## config.mk

```make
export PLATFORM = sky130hd
export DESIGN_NAME = dsh_top
export DESIGN_NICKNAME = d
export VERILOG_FILES = /design/src/dsh_pkg.sv /design/src/dsh_core_if.sv /design/src/dsh_top.sv /design/src/dsh_slew_limiter.sv /design/src/dsh_eighth_timer.sv
export SDC_FILE = /design/constraint.sdc
export NUM_CORES = 2
export LEC_CHECK = 0
export BUFFER_PORTS_ARGS = -buffer_cell sky130_fd_sc_hd__buf_2
export CORE_MARGIN = 4
export CORE_UTILIZATION = 45
export DETAILED_ROUTE_END_ITERATION = 6
export PLACE_DENSITY = 0.7
export REMOVE_ABC_BUFFERS = 1
export SYNTH_ARGS = -nofsm -noshare
export SYNTH_HDL_FRONTEND = slang
export SYNTH_SLANG_ARGS = --single-unit
```

## constraint.sdc

```tcl
create_clock -name ref_clk -period 9.6 [get_ports ref_clk]
set_input_delay 0.48 -clock ref_clk [delete_from_list [all_inputs] [get_ports ref_clk]]
set_output_delay 0.48 -clock ref_clk [all_outputs]
set_load 0.005 [all_outputs]
```

## src/dsh_pkg.sv

```systemverilog
// Shared constants and types for the DPLL slew limiter and history delay.
package dsh_pkg;
  // Register byte addresses of the first DPLL instance.
  localparam logic [15:0] A_HAT     = 16'h100A;
  localparam logic [15:0] A_CTL     = 16'h100E;
  localparam logic [15:0] A_HOLD    = 16'h1010;
  localparam logic [15:0] A_SLEW    = 16'h1011;
  localparam logic [15:0] A_PHS     = 16'h1015;
  localparam logic [15:0] A_CLR     = 16'h200B;
  localparam logic [15:0] A_CLR_UPD = 16'h200C;
  localparam logic [15:0] A_IRQ_A   = 16'h3010;
  localparam logic [15:0] A_IRQ_B   = 16'h3011;
  localparam logic [15:0] A_LIVE    = 16'h3102;
  localparam logic [15:0] A_HIST    = 16'h3103;
  localparam logic [15:0] A_NONE    = 16'hFFFF;
  // Address shifts and pages of the second instance.
  localparam logic [15:0] OFS_CFG   = 16'h0400;
  localparam logic [15:0] OFS_LIVE  = 16'h0100;
  localparam logic [15:0] OFS_IRQ   = 16'h0005;
  localparam logic [7:0]  PG_CFG1   = 8'h14;
  localparam logic [7:0]  PG_LIVE1  = 8'h32;
  // Field byte counts.
  localparam int unsigned N_HAT  = 4;
  localparam int unsigned N_SLEW = 4;
  localparam int unsigned N_PHS  = 5;
  localparam int unsigned N_HIST = 6;
  // Bit positions.
  localparam int unsigned B_SGL   = 1;
  localparam int unsigned B_QUICK = 2;
  localparam int unsigned B_DPH   = 3;
  localparam int unsigned B_DFR   = 4;
  localparam int unsigned B_DSL   = 5;
  localparam int unsigned B_LACT  = 4;
  localparam int unsigned B_LDEA  = 5;
  localparam int unsigned B_UPD   = 2;
  localparam int unsigned B_AVAIL = 0;
  // Reset values and subinterval counts.
  localparam logic [31:0] RST_SLEW = 32'h0600_0000;
  localparam logic [31:0] RST_HAT  = 32'h0000_000A;
  localparam logic [7:0]  RST_CTL  = 8'h00;
  localparam logic [7:0]  RST_HOLD = 8'h00;
  localparam logic [3:0]  SUB_FULL  = 4'h8;
  localparam logic [3:0]  SUB_QUICK = 4'h2;
  // Timing: clock period and millisecond in picoseconds.
  localparam longint CLK_PERIOD_PS = 4000;
  localparam longint MS_PS         = 1000000000;
  localparam longint S_PS          = 64'h0000_00E8_D4A5_1000;
  localparam longint CYC_EIGHTH_MS = MS_PS / (8 * CLK_PERIOD_PS);
  // Step per cycle in 2^-40 ps per unit of rate, rounded down.
  localparam logic [12:0] SLEW_K =
    13'((longint'(1) <<< 40) * CLK_PERIOD_PS / S_PS);
  typedef enum logic [1:0] {
    SRC_FREE = 2'h0,
    SRC_LOOP = 2'h1,
    SRC_HIST = 2'h2
  } dsh_src_e;
  typedef enum logic [1:0] {
    ST_IDLE = 2'h0,
    ST_WAIT = 2'h1,
    ST_HOLD = 2'h3,
    ST_RUN  = 2'h2
  } dsh_state_e;
endpackage

```

## src/dsh_core_if.sv

```systemverilog
// Carrier between the top and its limiter and eighth-window timer.
interface dsh_core_if;
  logic [31:0] rate;
  logic [39:0] target;
  logic [39:0] phase;
  logic        limiting;
  logic [27:0] hat;
  logic        restart;
  logic        tick;
  modport top (output rate, target, hat, restart,
               input phase, limiting, tick);
  modport lim (input rate, target, output phase, limiting);
  modport tmr (input hat, restart, output tick);
endinterface

```

## src/dsh_top.sv

```systemverilog
// Per-DPLL phase slew limiter and tuning word history delay front end.
//
// The plain strobed port was decided locally.
module dsh_top
  import dsh_pkg::*;
#(
  parameter logic        DPLL_IDX  = 1'b0,         // Instance number.
  parameter int unsigned EIGHTH_MS = 32'(CYC_EIGHTH_MS) // Cycles per 1/8 ms.
)(
  input  wire logic        ref_clk,         // System clock, 250 MHz.
  input  wire logic        rst_b,           // Sync reset, active low.
  input  wire logic [15:0] reg_addr,        // Register byte address.
  input  wire logic [7:0]  reg_wdata,       // Register write data.
  input  wire logic        reg_wr,          // Write strobe.
  input  wire logic        reg_rd,          // Read strobe.
  output logic      [7:0]  reg_rdata,       // Read data, next cycle.
  input  wire logic [39:0] skew_ps,         // Profile phase skew.
  input  wire logic [39:0] hitless_ps,      // Hitless initial correction.
  input  wire logic [39:0] delay_comp_ps,   // Delay compensation.
  input  wire logic [39:0] buildout_ps,     // Phase buildout offset.
  output logic      [39:0] phase_total_ps,  // Offset to phase detector.
  output logic             slew_limiting,   // Limiter is limiting.
  input  wire logic        profile_act,     // Profile became active.
  input  wire logic        phase_lock,      // DPLL phase locked.
  input  wire logic        freq_lock,       // DPLL frequency locked.
  input  wire logic        avg_restart,     // Pause or restart trigger.
  input  wire logic        holdover,        // DPLL is in holdover.
  input  wire logic [45:0] lf_word,         // Loop filter tuning word.
  input  wire logic        lf_valid,        // Loop filter word strobe.
  input  wire logic [45:0] freerun_ftw,     // Freerun tuning word.
  output logic      [45:0] nco_ftw,         // Tuning word to the NCO.
  output dsh_src_e         nco_src,         // Source of nco_ftw.
  output logic             mf_hist_avail,   // Multifunction pin level.
  output logic             mf_hist_upd      // Multifunction pin level.
);
  dsh_core_if lk ();

  // Each instance maps its own address block onto one local map.
  function automatic logic [15:0] norm_addr(input logic [15:0] x,
                                            input logic        i);
    logic [15:0] r;
    r = x;
    if (i) begin
      if (x[15:8] == PG_CFG1)
        r = x - OFS_CFG;
      else if (x[15:8] == PG_LIVE1)
        r = x - OFS_LIVE;
      else if (x == A_IRQ_A + OFS_IRQ || x == A_IRQ_B + OFS_IRQ ||
               x == A_CLR + OFS_IRQ || x == A_CLR_UPD + OFS_IRQ)
        r = x - OFS_IRQ;
      else
        r = A_NONE;
    end
    return r;
  endfunction

  function automatic logic in_rng(input logic [15:0] x,
                                  input logic [15:0] b,
                                  input int unsigned n);
    return (x >= b) && (x < b + 16'(n));
  endfunction

  // Register storage.
  logic [N_SLEW-1:0][7:0] slew_ff;
  logic [N_PHS-1:0][7:0]  phs_ff;
  logic [N_HAT-1:0][7:0]  hat_ff;
  logic [7:0]             ctl_ff;
  logic [7:0]             hold_ff;
  logic [7:0]             rdata_ff;
  logic [7:0]             nxt_rdata;

  // Status and datapath state.
  logic        act_ff;
  logic        dea_ff;
  logic        upd_ff;
  logic        lim_q_ff;
  logic        avail_ff;
  logic [3:0]  sub_ff;
  logic [7:0]  hcnt_ff;
  logic [45:0] hist_ff;
  logic [45:0] samp_ff;
  logic [45:0] lf_last_ff;
  logic [45:0] ftw_ff;
  dsh_src_e    src_ff;
  dsh_state_e  st_ff;
  logic [39:0] ptot_ff;

  logic        nxt_act;
  logic        nxt_dea;
  logic        nxt_upd;
  logic        nxt_avail;
  logic [3:0]  nxt_sub;
  logic [7:0]  nxt_hcnt;
  logic [45:0] nxt_ftw;
  dsh_src_e    nxt_src;
  dsh_state_e  nxt_st;
  logic        rst_tmr;

  // Address decode.
  logic [15:0] a;
  logic [2:0]  bidx;
  logic        wr_slew;
  logic        wr_phs;
  logic        wr_hat;
  logic        wr_ctl;
  logic        wr_hold;
  logic        clr_hit;
  logic        clr_upd_hit;
  logic [7:0]  hat_wv;

  assign a    = norm_addr(reg_addr, DPLL_IDX);
  assign bidx = in_rng(a, A_SLEW, N_SLEW) ? 3'(a - A_SLEW) :
                in_rng(a, A_PHS, N_PHS)   ? 3'(a - A_PHS)  :
                in_rng(a, A_HAT, N_HAT)   ? 3'(a - A_HAT)  :
                                            3'(a - A_HIST);
  assign wr_slew = reg_wr && in_rng(a, A_SLEW, N_SLEW);
  assign wr_phs  = reg_wr && in_rng(a, A_PHS, N_PHS);
  assign wr_hat  = reg_wr && in_rng(a, A_HAT, N_HAT);
  assign wr_ctl  = reg_wr && a == A_CTL;
  assign wr_hold = reg_wr && a == A_HOLD;
  assign clr_hit     = reg_wr && a == A_CLR;
  assign clr_upd_hit = reg_wr && a == A_CLR_UPD;
  // The window field is 28 bits; its top nibble always reads zero.
  assign hat_wv = (bidx == 3'(N_HAT - 1)) ? {4'h0, reg_wdata[3:0]}
                                           : reg_wdata;

  always_ff @(posedge ref_clk) begin
    if (!rst_b) begin
      slew_ff <= RST_SLEW;
      phs_ff  <= '0;
      hat_ff  <= RST_HAT;
      ctl_ff  <= RST_CTL;
      hold_ff <= RST_HOLD;
    end else begin
      if (wr_slew)
        slew_ff[bidx] <= reg_wdata;
      if (wr_phs)
        phs_ff[bidx] <= reg_wdata;
      if (wr_hat)
        hat_ff[bidx] <= hat_wv;
      if (wr_ctl)
        ctl_ff <= reg_wdata;
      if (wr_hold)
        hold_ff <= reg_wdata;
    end
  end

  // Limiter: only the covered sources pass through the ramp.
  assign lk.rate   = slew_ff;
  assign lk.target = phs_ff + skew_ps + hitless_ps;
  assign lk.hat    = {hat_ff[3][3:0], hat_ff[2], hat_ff[1], hat_ff[0]};

  dsh_slew_limiter u_lim (
    .ref_clk (ref_clk),
    .rst_b   (rst_b),
    .lk      (lk)
  );

  dsh_eighth_timer #(
    .CYC (15'(EIGHTH_MS))
  ) u_tmr (
    .ref_clk (ref_clk),
    .rst_b   (rst_b),
    .tk      (lk)
  );

  // Limiter flags: a new edge wins over a clear in the same cycle.
  logic lim_rise;
  logic lim_fall;
  assign lim_rise = lk.limiting && !lim_q_ff;
  assign lim_fall = !lk.limiting && lim_q_ff;
  assign nxt_act = lim_rise ||
                   (act_ff && !(clr_hit && reg_wdata[B_LACT]));
  assign nxt_dea = lim_fall ||
                   (dea_ff && !(clr_hit && reg_wdata[B_LDEA]));

  // History start delay.
  logic hat0;
  logic evt_ok;
  logic timed;
  logic run;
  logic sub_tick;
  logic [3:0] sub_inc;
  logic [3:0] need;
  assign hat0   = lk.hat == 28'h0;
  assign evt_ok = (!ctl_ff[B_DPH] || phase_lock) &&
                  (!ctl_ff[B_DFR] || freq_lock) &&
                  (!ctl_ff[B_DSL] || !lk.limiting);
  assign timed  = (hold_ff != 8'h00) && !hat0;
  assign run    = st_ff == ST_RUN;

  always_comb begin
    nxt_st   = st_ff;
    nxt_hcnt = hcnt_ff;
    rst_tmr  = 1'b0;
    if (profile_act) begin
      nxt_st  = ST_WAIT;
      rst_tmr = 1'b1;
    end else begin
      case (st_ff)
        ST_IDLE: begin
          nxt_st = ST_IDLE;
        end
        ST_WAIT: begin
          if (evt_ok) begin
            rst_tmr  = 1'b1;
            nxt_st   = timed ? ST_HOLD : ST_RUN;
            nxt_hcnt = hold_ff;
          end
        end
        ST_HOLD: begin
          if (hat0) begin
            nxt_st = ST_RUN;
          end else if (lk.tick) begin
            if (hcnt_ff <= 8'h01) begin
              nxt_st  = ST_RUN;
              rst_tmr = 1'b1;
            end else begin
              nxt_hcnt = hcnt_ff - 8'h01;
            end
          end
        end
        ST_RUN: begin
          // Averaging never stops for a status condition falling.
          if (avg_restart) begin
            rst_tmr  = 1'b1;
            nxt_st   = timed ? ST_HOLD : ST_RUN;
            nxt_hcnt = hold_ff;
          end
        end
        default: begin
          nxt_st = ST_IDLE;
        end
      endcase
    end
  end
  assign lk.restart = rst_tmr;

  // Averaging front end: subinterval count and availability.
  assign sub_tick  = run && lk.tick && !hat0 && !profile_act;
  assign sub_inc   = (sub_ff == SUB_FULL) ? SUB_FULL : sub_ff + 4'h1;
  assign need      = ctl_ff[B_QUICK] ? SUB_QUICK : SUB_FULL;
  assign nxt_sub   = profile_act ? 4'h0 : sub_tick ? sub_inc : sub_ff;
  assign nxt_avail = (hat0 || profile_act) ? 1'b0 :
                     (sub_tick && sub_inc >= need) ? 1'b1 : avail_ff;
  assign nxt_upd   = (sub_tick && nxt_avail) ||
                     (upd_ff && !(clr_upd_hit && reg_wdata[B_UPD]));

  // Holdover word selection.
  assign nxt_src = !holdover      ? SRC_LOOP :
                   avail_ff       ? SRC_HIST :
                   ctl_ff[B_SGL]  ? SRC_LOOP : SRC_FREE;
  assign nxt_ftw = (nxt_src == SRC_HIST) ? hist_ff :
                   (nxt_src == SRC_LOOP) ? lf_last_ff : freerun_ftw;

  always_ff @(posedge ref_clk) begin
    if (!rst_b) begin
      st_ff    <= ST_IDLE;
      hcnt_ff  <= 8'h00;
      sub_ff   <= 4'h0;
      avail_ff <= 1'b0;
      upd_ff   <= 1'b0;
      act_ff   <= 1'b0;
      dea_ff   <= 1'b0;
      lim_q_ff <= 1'b0;
    end else begin
      st_ff    <= nxt_st;
      hcnt_ff  <= nxt_hcnt;
      sub_ff   <= nxt_sub;
      avail_ff <= nxt_avail;
      upd_ff   <= nxt_upd;
      act_ff   <= nxt_act;
      dea_ff   <= nxt_dea;
      lim_q_ff <= lk.limiting;
    end
  end

  always_ff @(posedge ref_clk) begin
    if (!rst_b) begin
      hist_ff    <= '0;
      samp_ff    <= '0;
      lf_last_ff <= '0;
      ftw_ff     <= '0;
      src_ff     <= SRC_FREE;
      ptot_ff    <= '0;
    end else begin
      if (lf_valid)
        lf_last_ff <= lf_word;
      if (run && lf_valid)
        samp_ff <= lf_word;
      if (run && hat0 && lf_valid)
        hist_ff <= lf_word;
      else if (sub_tick && nxt_avail)
        hist_ff <= samp_ff;
      ftw_ff  <= nxt_ftw;
      src_ff  <= nxt_src;
      ptot_ff <= lk.phase + delay_comp_ps + buildout_ps;
    end
  end

  // Read side.
  logic [N_HIST-1:0][7:0] hist_b;
  logic [7:0] irq_a_v;
  logic [7:0] irq_b_v;
  logic [7:0] live_v;
  assign hist_b = {2'b00, hist_ff};
  always_comb begin
    irq_a_v         = 8'h00;
    irq_a_v[B_LACT] = act_ff;
    irq_a_v[B_LDEA] = dea_ff;
    irq_b_v         = 8'h00;
    irq_b_v[B_UPD]  = upd_ff;
    live_v          = 8'h00;
    live_v[B_AVAIL] = avail_ff;
  end
  assign nxt_rdata =
    !reg_rd                    ? 8'h00 :
    in_rng(a, A_SLEW, N_SLEW)  ? slew_ff[bidx] :
    in_rng(a, A_PHS, N_PHS)    ? phs_ff[bidx] :
    in_rng(a, A_HAT, N_HAT)    ? hat_ff[bidx] :
    in_rng(a, A_HIST, N_HIST)  ? hist_b[bidx] :
    a == A_CTL                 ? ctl_ff :
    a == A_HOLD                ? hold_ff :
    a == A_IRQ_A               ? irq_a_v :
    a == A_IRQ_B               ? irq_b_v :
    a == A_LIVE                ? live_v : 8'h00;

  always_ff @(posedge ref_clk) begin
    if (!rst_b)
      rdata_ff <= 8'h00;
    else
      rdata_ff <= nxt_rdata;
  end

  assign reg_rdata      = rdata_ff;
  assign phase_total_ps = ptot_ff;
  assign slew_limiting  = lk.limiting;
  assign nco_ftw        = ftw_ff;
  assign nco_src        = src_ff;
  assign mf_hist_avail  = avail_ff;
  assign mf_hist_upd    = upd_ff;
endmodule // dsh_top

```

## src/dsh_slew_limiter.sv

```systemverilog
// Phase slew rate limiter: turns target steps into bounded ramps.
module dsh_slew_limiter
  import dsh_pkg::*;
(
  input wire logic ref_clk, // System clock.
  input wire logic rst_b,   // Synchronous reset, active low.
  dsh_core_if.lim  lk       // Rate and target in, ramp out.
);
  logic signed [81:0] pos_ff;
  logic signed [81:0] nxt_pos;
  logic signed [81:0] tgt;
  logic signed [81:0] diff;
  logic signed [81:0] mag;
  logic signed [81:0] mv;
  logic signed [81:0] amv;
  logic [44:0]        step;
  logic               lim_ff;
  logic               nxt_lim;

  // Position is kept in 2^-40 ps so small rates still move.
  assign step = 45'(lk.rate) * 45'(SLEW_K);
  assign tgt  = {{2{lk.target[39]}}, lk.target, 40'h00_0000_0000};
  assign diff = tgt - pos_ff;
  assign mag  = diff[81] ? -diff : diff;
  assign nxt_lim = (lk.rate != 32'h0) &&
                   (mag > $signed({37'h0, step}));
  // Step rounding is down, so the slope never exceeds the limit.
  assign nxt_pos = !nxt_lim ? tgt :
                   diff[81] ? pos_ff - $signed({37'h0, step}) :
                              pos_ff + $signed({37'h0, step});
  assign mv  = nxt_pos - pos_ff;
  assign amv = mv[81] ? -mv : mv;

  always_ff @(posedge ref_clk) begin
    if (!rst_b) begin
      pos_ff <= '0;
      lim_ff <= 1'b0;
    end else begin
      pos_ff <= nxt_pos;
      lim_ff <= nxt_lim;
    end
  end

  assign lk.phase    = pos_ff[79:40];
  assign lk.limiting = lim_ff;
endmodule // dsh_slew_limiter

```

## src/dsh_eighth_timer.sv

```systemverilog
// Timer that ticks once per eighth of the accumulation window.
module dsh_eighth_timer
  import dsh_pkg::*;
#(
  parameter logic [14:0] CYC = 15'(CYC_EIGHTH_MS) // Cycles per 1/8 ms.
)(
  input wire logic ref_clk, // System clock.
  input wire logic rst_b,   // Synchronous reset, active low.
  dsh_core_if.tmr  tk       // Window length, restart, tick.
);
  logic [42:0] cnt_ff;
  logic [42:0] nxt_cnt;
  logic [42:0] span;
  logic [42:0] cnt_inc;
  logic        tick_ff;
  logic        nxt_tick;

  assign span    = 43'(tk.hat) * 43'(CYC);
  assign cnt_inc = cnt_ff + 43'h1;
  // A shortened window ends the current interval at once.
  assign nxt_tick = !tk.restart && (tk.hat != 28'h0) && (cnt_inc >= span);
  assign nxt_cnt  = (tk.restart || nxt_tick || tk.hat == 28'h0) ?
                    43'h0 : cnt_inc;

  always_ff @(posedge ref_clk) begin
    if (!rst_b) begin
      cnt_ff  <= 43'h0;
      tick_ff <= 1'b0;
    end else begin
      cnt_ff  <= nxt_cnt;
      tick_ff <= nxt_tick;
    end
  end

  assign tk.tick = tick_ff;
endmodule // dsh_eighth_timer

```

==> flow_results.xml <==
<?xml version="1.0" encoding="UTF-8"?>
<metrics>
  <group name="run_status">
    <metric name="status" unit="">finished, violations left</metric>
    <metric name="failed_checks" unit="">setup timing</metric>
  </group>
  <group name="die">
    <metric name="core_rows" unit="">123</metric>
    <metric name="num_io_pins" unit="">385</metric>
    <metric name="placeableCoreArea" unit="um^2">112000</metric>
    <metric name="die_w" unit="um">344</metric>
    <metric name="initial_utilization" unit="%">45.2</metric>
    <metric name="die_h" unit="um">344</metric>
    <metric name="die_footprint" unit="um^2">118000</metric>
  </group>
  <group name="yosys">
    <metric name="asyncSetResetFlopFracSynth" unit="%">0</metric>
    <metric name="warnings_synthesis" unit="">0</metric>
    <metric name="ys_seq_elements" unit="">499</metric>
    <metric name="number_of_different_library_cells_in_the_post_synthesis_netlist" unit="">95</metric>
    <metric name="post_synth_edffs" unit="">0</metric>
    <metric name="post_synth_inst_count" unit="">6015</metric>
    <metric name="seq_area_frac_synth" unit="%">19.7</metric>
    <metric name="ys.flop_type" unit="">sky130_fd_sc_hd__dfxtp_1</metric>
    <metric name="post_synth_instance_area" unit="um^2">50800</metric>
    <metric name="postSynthAreaPerCell" unit="um^2">8.45</metric>
  </group>
  <group name="timing">
    <metric name="final.period_utilization" unit="%">108</metric>
    <metric name="maxSlewHeadroom" unit="%">23.7</metric>
    <metric name="timing.clock.skew" unit="ns">0.0408</metric>
    <metric name="tightestPinTransition" unit="ns">1.14</metric>
    <metric name="hold_viol" unit="">0</metric>
    <metric name="final_critical_path_setup_slack" unit="ns">-0.723</metric>
    <metric name="final.min_clock_period" unit="ns">10.32</metric>
    <metric name="unrepaired_setup_endpoints_after_global_routing" unit="">yes</metric>
    <metric name="achievable-frequency" unit="MHz">96.9</metric>
    <metric name="hold_ws" unit="ns">0.0437</metric>
    <metric name="timing.final.setup_violations" unit="">82</metric>
    <metric name="drv_slew" unit="">0</metric>
  </group>
  <group name="clock_network">
    <metric name="path_clk_slew" unit="ns">0.07</metric>
    <metric name="cts_tree" unit="">built</metric>
    <metric name="cts-root-buf" unit="">sky130_fd_sc_hd__clkbuf_16</metric>
    <metric name="number_of_clock_sinks" unit="">499</metric>
    <metric name="cts-buffers-inserted" unit="">58</metric>
    <metric name="number_of_h_tree_branching_levels" unit="">2</metric>
    <metric name="worstSkewPairLatency" unit="ns">0.70</metric>
    <metric name="cts_buffer_depth" unit="">3</metric>
  </group>
  <group name="critical_path">
    <metric name="critPathArrivalTime" unit="ns">10.89</metric>
    <metric name="crit_fanout" unit="">12</metric>
    <metric name="setup.worst_path.end_class" unit="">flop</metric>
    <metric name="slowest_delay" unit="ns">0.58</metric>
    <metric name="timing.reg2reg.setup_slack" unit="ns">-0.72</metric>
    <metric name="timing.critical_path.slowest_stage_cell" unit="">sky130_fd_sc_hd__o41a_4</metric>
    <metric name="crit_type" unit="">reg -&gt; reg</metric>
    <metric name="timing.critical_path.from_type" unit="">flop</metric>
    <metric name="critical_path_origin" unit="">phs_ff[6]$_SDFFE_PN0P_</metric>
    <metric name="worstSetupEndpoint" unit="">u_lim.pos_ff[13]$_SDFF_PN0_</metric>
    <metric name="r2r_end" unit="">u_lim.pos_ff[13]$_SDFF_PN0_</metric>
    <metric name="cp_data_required_time" unit="ns">10.16</metric>
    <metric name="r2r-start" unit="">phs_ff[6]$_SDFFE_PN0P_</metric>
    <metric name="reg2regPathDepth" unit="">50</metric>
  </group>
  <group name="global_route">
    <metric name="grt_first_pass_wirelength" unit="mm">256</metric>
    <metric name="overflow" unit="">0</metric>
    <metric name="grt_start_max_net_pins" unit="">155</metric>
    <metric name="grt_pass1_vias" unit="">46700</metric>
    <metric name="track_usage" unit="%">26.9</metric>
    <metric name="grt_antenna_before_repair" unit="">8</metric>
  </group>
  <group name="place">
    <metric name="dp_hpwl" unit="mm">129</metric>
    <metric name="pre_cts_slack" unit="ns">-2.31</metric>
    <metric name="port_buffers" unit="">384</metric>
    <metric name="placed_area" unit="um^2">58100</metric>
    <metric name="gp_congestion" unit="">0.936</metric>
  </group>
  <group name="routing">
    <metric name="drtAntennaViolNets" unit="">0</metric>
    <metric name="dr_total_vias" unit="">47900</metric>
    <metric name="drt_pre_antenna_iters" unit="">6</metric>
    <metric name="count_of_routing_violations_after_the_opening_detailed_route_iteration" unit="">3824</metric>
    <metric name="detail_route.drc_violations" unit="">0</metric>
    <metric name="drt-vias-per-instance" unit="">5.70</metric>
    <metric name="wirelength" unit="mm">166</metric>
    <metric name="routed_wire_length_per_instance" unit="um">19.8</metric>
  </group>
  <group name="pwr">
    <metric name="pwr_density_cell" unit="nW/um^2">295</metric>
    <metric name="fin_total_pwr" unit="uW">18300</metric>
    <metric name="pwr-share-comb" unit="%">72.3</metric>
    <metric name="switching_part_of_the_total" unit="%">45.2</metric>
    <metric name="switching_power" unit="uW">8280</metric>
    <metric name="cellLeakagePower" unit="uW">0.0300</metric>
    <metric name="worst_ir_drop_vdd" unit="uV">210</metric>
    <metric name="power.internal" unit="uW">10100</metric>
    <metric name="seq_power_share" unit="%">14.1</metric>
    <metric name="power.share.clock" unit="%">13.6</metric>
  </group>
  <group name="min_path">
    <metric name="holdCritPathClass" unit="">in -&gt; reg</metric>
  </group>
  <group name="finish">
    <metric name="synth_to_layout_area_growth" unit="%">22.3</metric>
    <metric name="end_of_flow_core_utilization" unit="%">55.3</metric>
    <metric name="finalInstanceArea" unit="um^2">62100</metric>
    <metric name="mostFrequentLayoutCells" unit="">sky130_fd_sc_hd__ha_1 (599), sky130_fd_sc_hd__buf_4 (580), sky130_fd_sc_hd__nand2_1 (539), sky130_fd_sc_hd__dfxtp_1 (490), sky130_fd_sc_hd__nor2_1 (489)</metric>
    <metric name="num-fill-cells" unit="">10200</metric>
    <metric name="fin_nets" unit="">8051</metric>
    <metric name="most_common_cell_after_layout_fill_and_taps_aside" unit="">sky130_fd_sc_hd__ha_1</metric>
    <metric name="layout-drive-gt1-share" unit="%">20.2</metric>
  </group>
  <group name="flow_run">
    <metric name="max_cap_viol_count" unit="">0</metric>
  </group>
</metrics>
[area by class of cell]
type | count | area [um^2] | area share, %
multi-input combinational | 4813 | 39200 | 63.1
sequential | 499 | 10000 | 16.1
inverter | 476 | 1790 | 2.89
timing repair buffer | 1006 | 7080 | 11.4
clock inverter | 39 | 576 | 0.926
clock buffer | 71 | 1580 | 2.54
antenna | 2 | 5.00 | 0.00805
tap | 1500 | 1880 | 3.02
[synth_stat cells, types with 56 or more instances]
| cell type | count | area (um^2) |
|---|---|---|
| sky130_fd_sc_hd__a211oi_1 | 80 | 601 |
| sky130_fd_sc_hd__a21o_1 | 132 | 991 |
| sky130_fd_sc_hd__a21oi_1 | 428 | 2140 |
| sky130_fd_sc_hd__and3_1 | 66 | 413 |
| sky130_fd_sc_hd__clkbuf_1 | 183 | 687 |
| sky130_fd_sc_hd__dfxtp_1 | 499 | 9990 |
| sky130_fd_sc_hd__fa_1 | 308 | 6170 |
| sky130_fd_sc_hd__ha_1 | 603 | 7540 |
| sky130_fd_sc_hd__inv_1 | 476 | 1790 |
| sky130_fd_sc_hd__mux2i_1 | 244 | 2440 |
| sky130_fd_sc_hd__nand2_1 | 545 | 2050 |
| sky130_fd_sc_hd__nand3_1 | 133 | 666 |
| sky130_fd_sc_hd__nand4_1 | 84 | 526 |
| sky130_fd_sc_hd__nor2_1 | 520 | 1950 |
| sky130_fd_sc_hd__nor2b_1 | 67 | 419 |
| sky130_fd_sc_hd__nor3_1 | 123 | 616 |
| sky130_fd_sc_hd__nor3b_1 | 56 | 420 |
| sky130_fd_sc_hd__o21a_1 | 60 | 450 |
| sky130_fd_sc_hd__o21ai_0 | 258 | 1290 |
| sky130_fd_sc_hd__xnor2_1 | 258 | 2260 |
| sky130_fd_sc_hd__xor2_1 | 135 | 1180 |
[flip-flops by register name (all words and copies together) (netlist names), 2 cells and up]
name,count
hold_ff,8
u_tmr.cnt_ff,43
samp_ff,46
reg_rdata,8
hcnt_ff,8
phase_total_ps,40
hist_ff,46
hat_ff,32
u_lim.pos_ff,81
nco_ftw,46
ctl_ff,8
lk.rate,32
phs_ff,40
st_ff,2
nco_src,2
lf_last_ff,46
sub_ff,4
[logic make-up after synthesis]
family	count (synthesis)	synth area share, %
and+or+nand+nor	1919	18.4
AOI/OAI and AO/OA	1308	16.5
DFF	499	19.7
buffers and inverters	703	5.28
xor gates and xnor gates	395	6.86
adders and majority gates	911	27.0
muxes	280	6.31
[routing by layer]
| metal | vias to the layer above | track usage (%) | share of wire, % |
|---|---|---|---|
| met5 | - | 0 | 0.023 |
| met4 | 6 | 8.54 | 3.4 |
| met3 | 319 | 3.94 | 6.9 |
| met2 | 1595 | 45.2 | 47 |
| met1 | 23100 | 35.7 | 43 |
| li1 | 22900 | - | - |
[critical path, delay by kind of cell, from the launching register on]
family / cells / cell delay, ns
AO/OA/AOI/OAI: 23 / 4.83
AND/OR/NAND/NOR: 13 / 1.69
flip-flops: 1 / 0.40
XOR/XNOR: 3 / 0.64
adder cells (fa/ha/maj): 4 / 1.36
buffers and inverters: 7 / 1.21
[power by group through the flow]
stage,registers (uW),clock network (uW),logic [uW]
floorplan,2520,0,7540
global placement,2620,0,11400
detailed placement,2620,0,11600
CTS,2580,2540,12600
global route,2600,2620,14400
finish,2580,2500,13200
[worst min-delay path by stage]
stage / startpoint / endpoint / slack [ns] / cells after the start
2_1_floorplan: ctl_ff[0]$_SDFFE_PN0P_ / ctl_ff[0]$_SDFFE_PN0P_ / 0.43 / 2
3_3_place_gp: ctl_ff[0]$_SDFFE_PN0P_ / ctl_ff[0]$_SDFFE_PN0P_ / 0.44 / 2
3_5_place_dp: ctl_ff[0]$_SDFFE_PN0P_ / ctl_ff[0]$_SDFFE_PN0P_ / 0.45 / 2
4_1_cts: lf_word[22] / samp_ff[22]$_SDFFE_PN0P_ / 0.008 / 3
5_1_grt: lf_word[0] / samp_ff[0]$_SDFFE_PN0P_ / 0.04 / 3
6_report: lf_word[34] / samp_ff[34]$_SDFFE_PN0P_ / 0.04 / 3
[metrics by stage]
step,std cells,TNS (ns)
finish,8406,-54.38
floorplan,5788,-152.55
global placement,8236,-136.10
detailed placement,8236,-155.08
CTS,8394,-29.07
global route,8406,-76.71
[repair_timing]
item	in CTS	in global routing
buffers inserted	35	18
hold buffers	0	0
pin swaps	91	97
resized for setup	169	109
cloned	15	0
endpoints found under the setup margin	82	124
(Power assumes the default switching activity.)
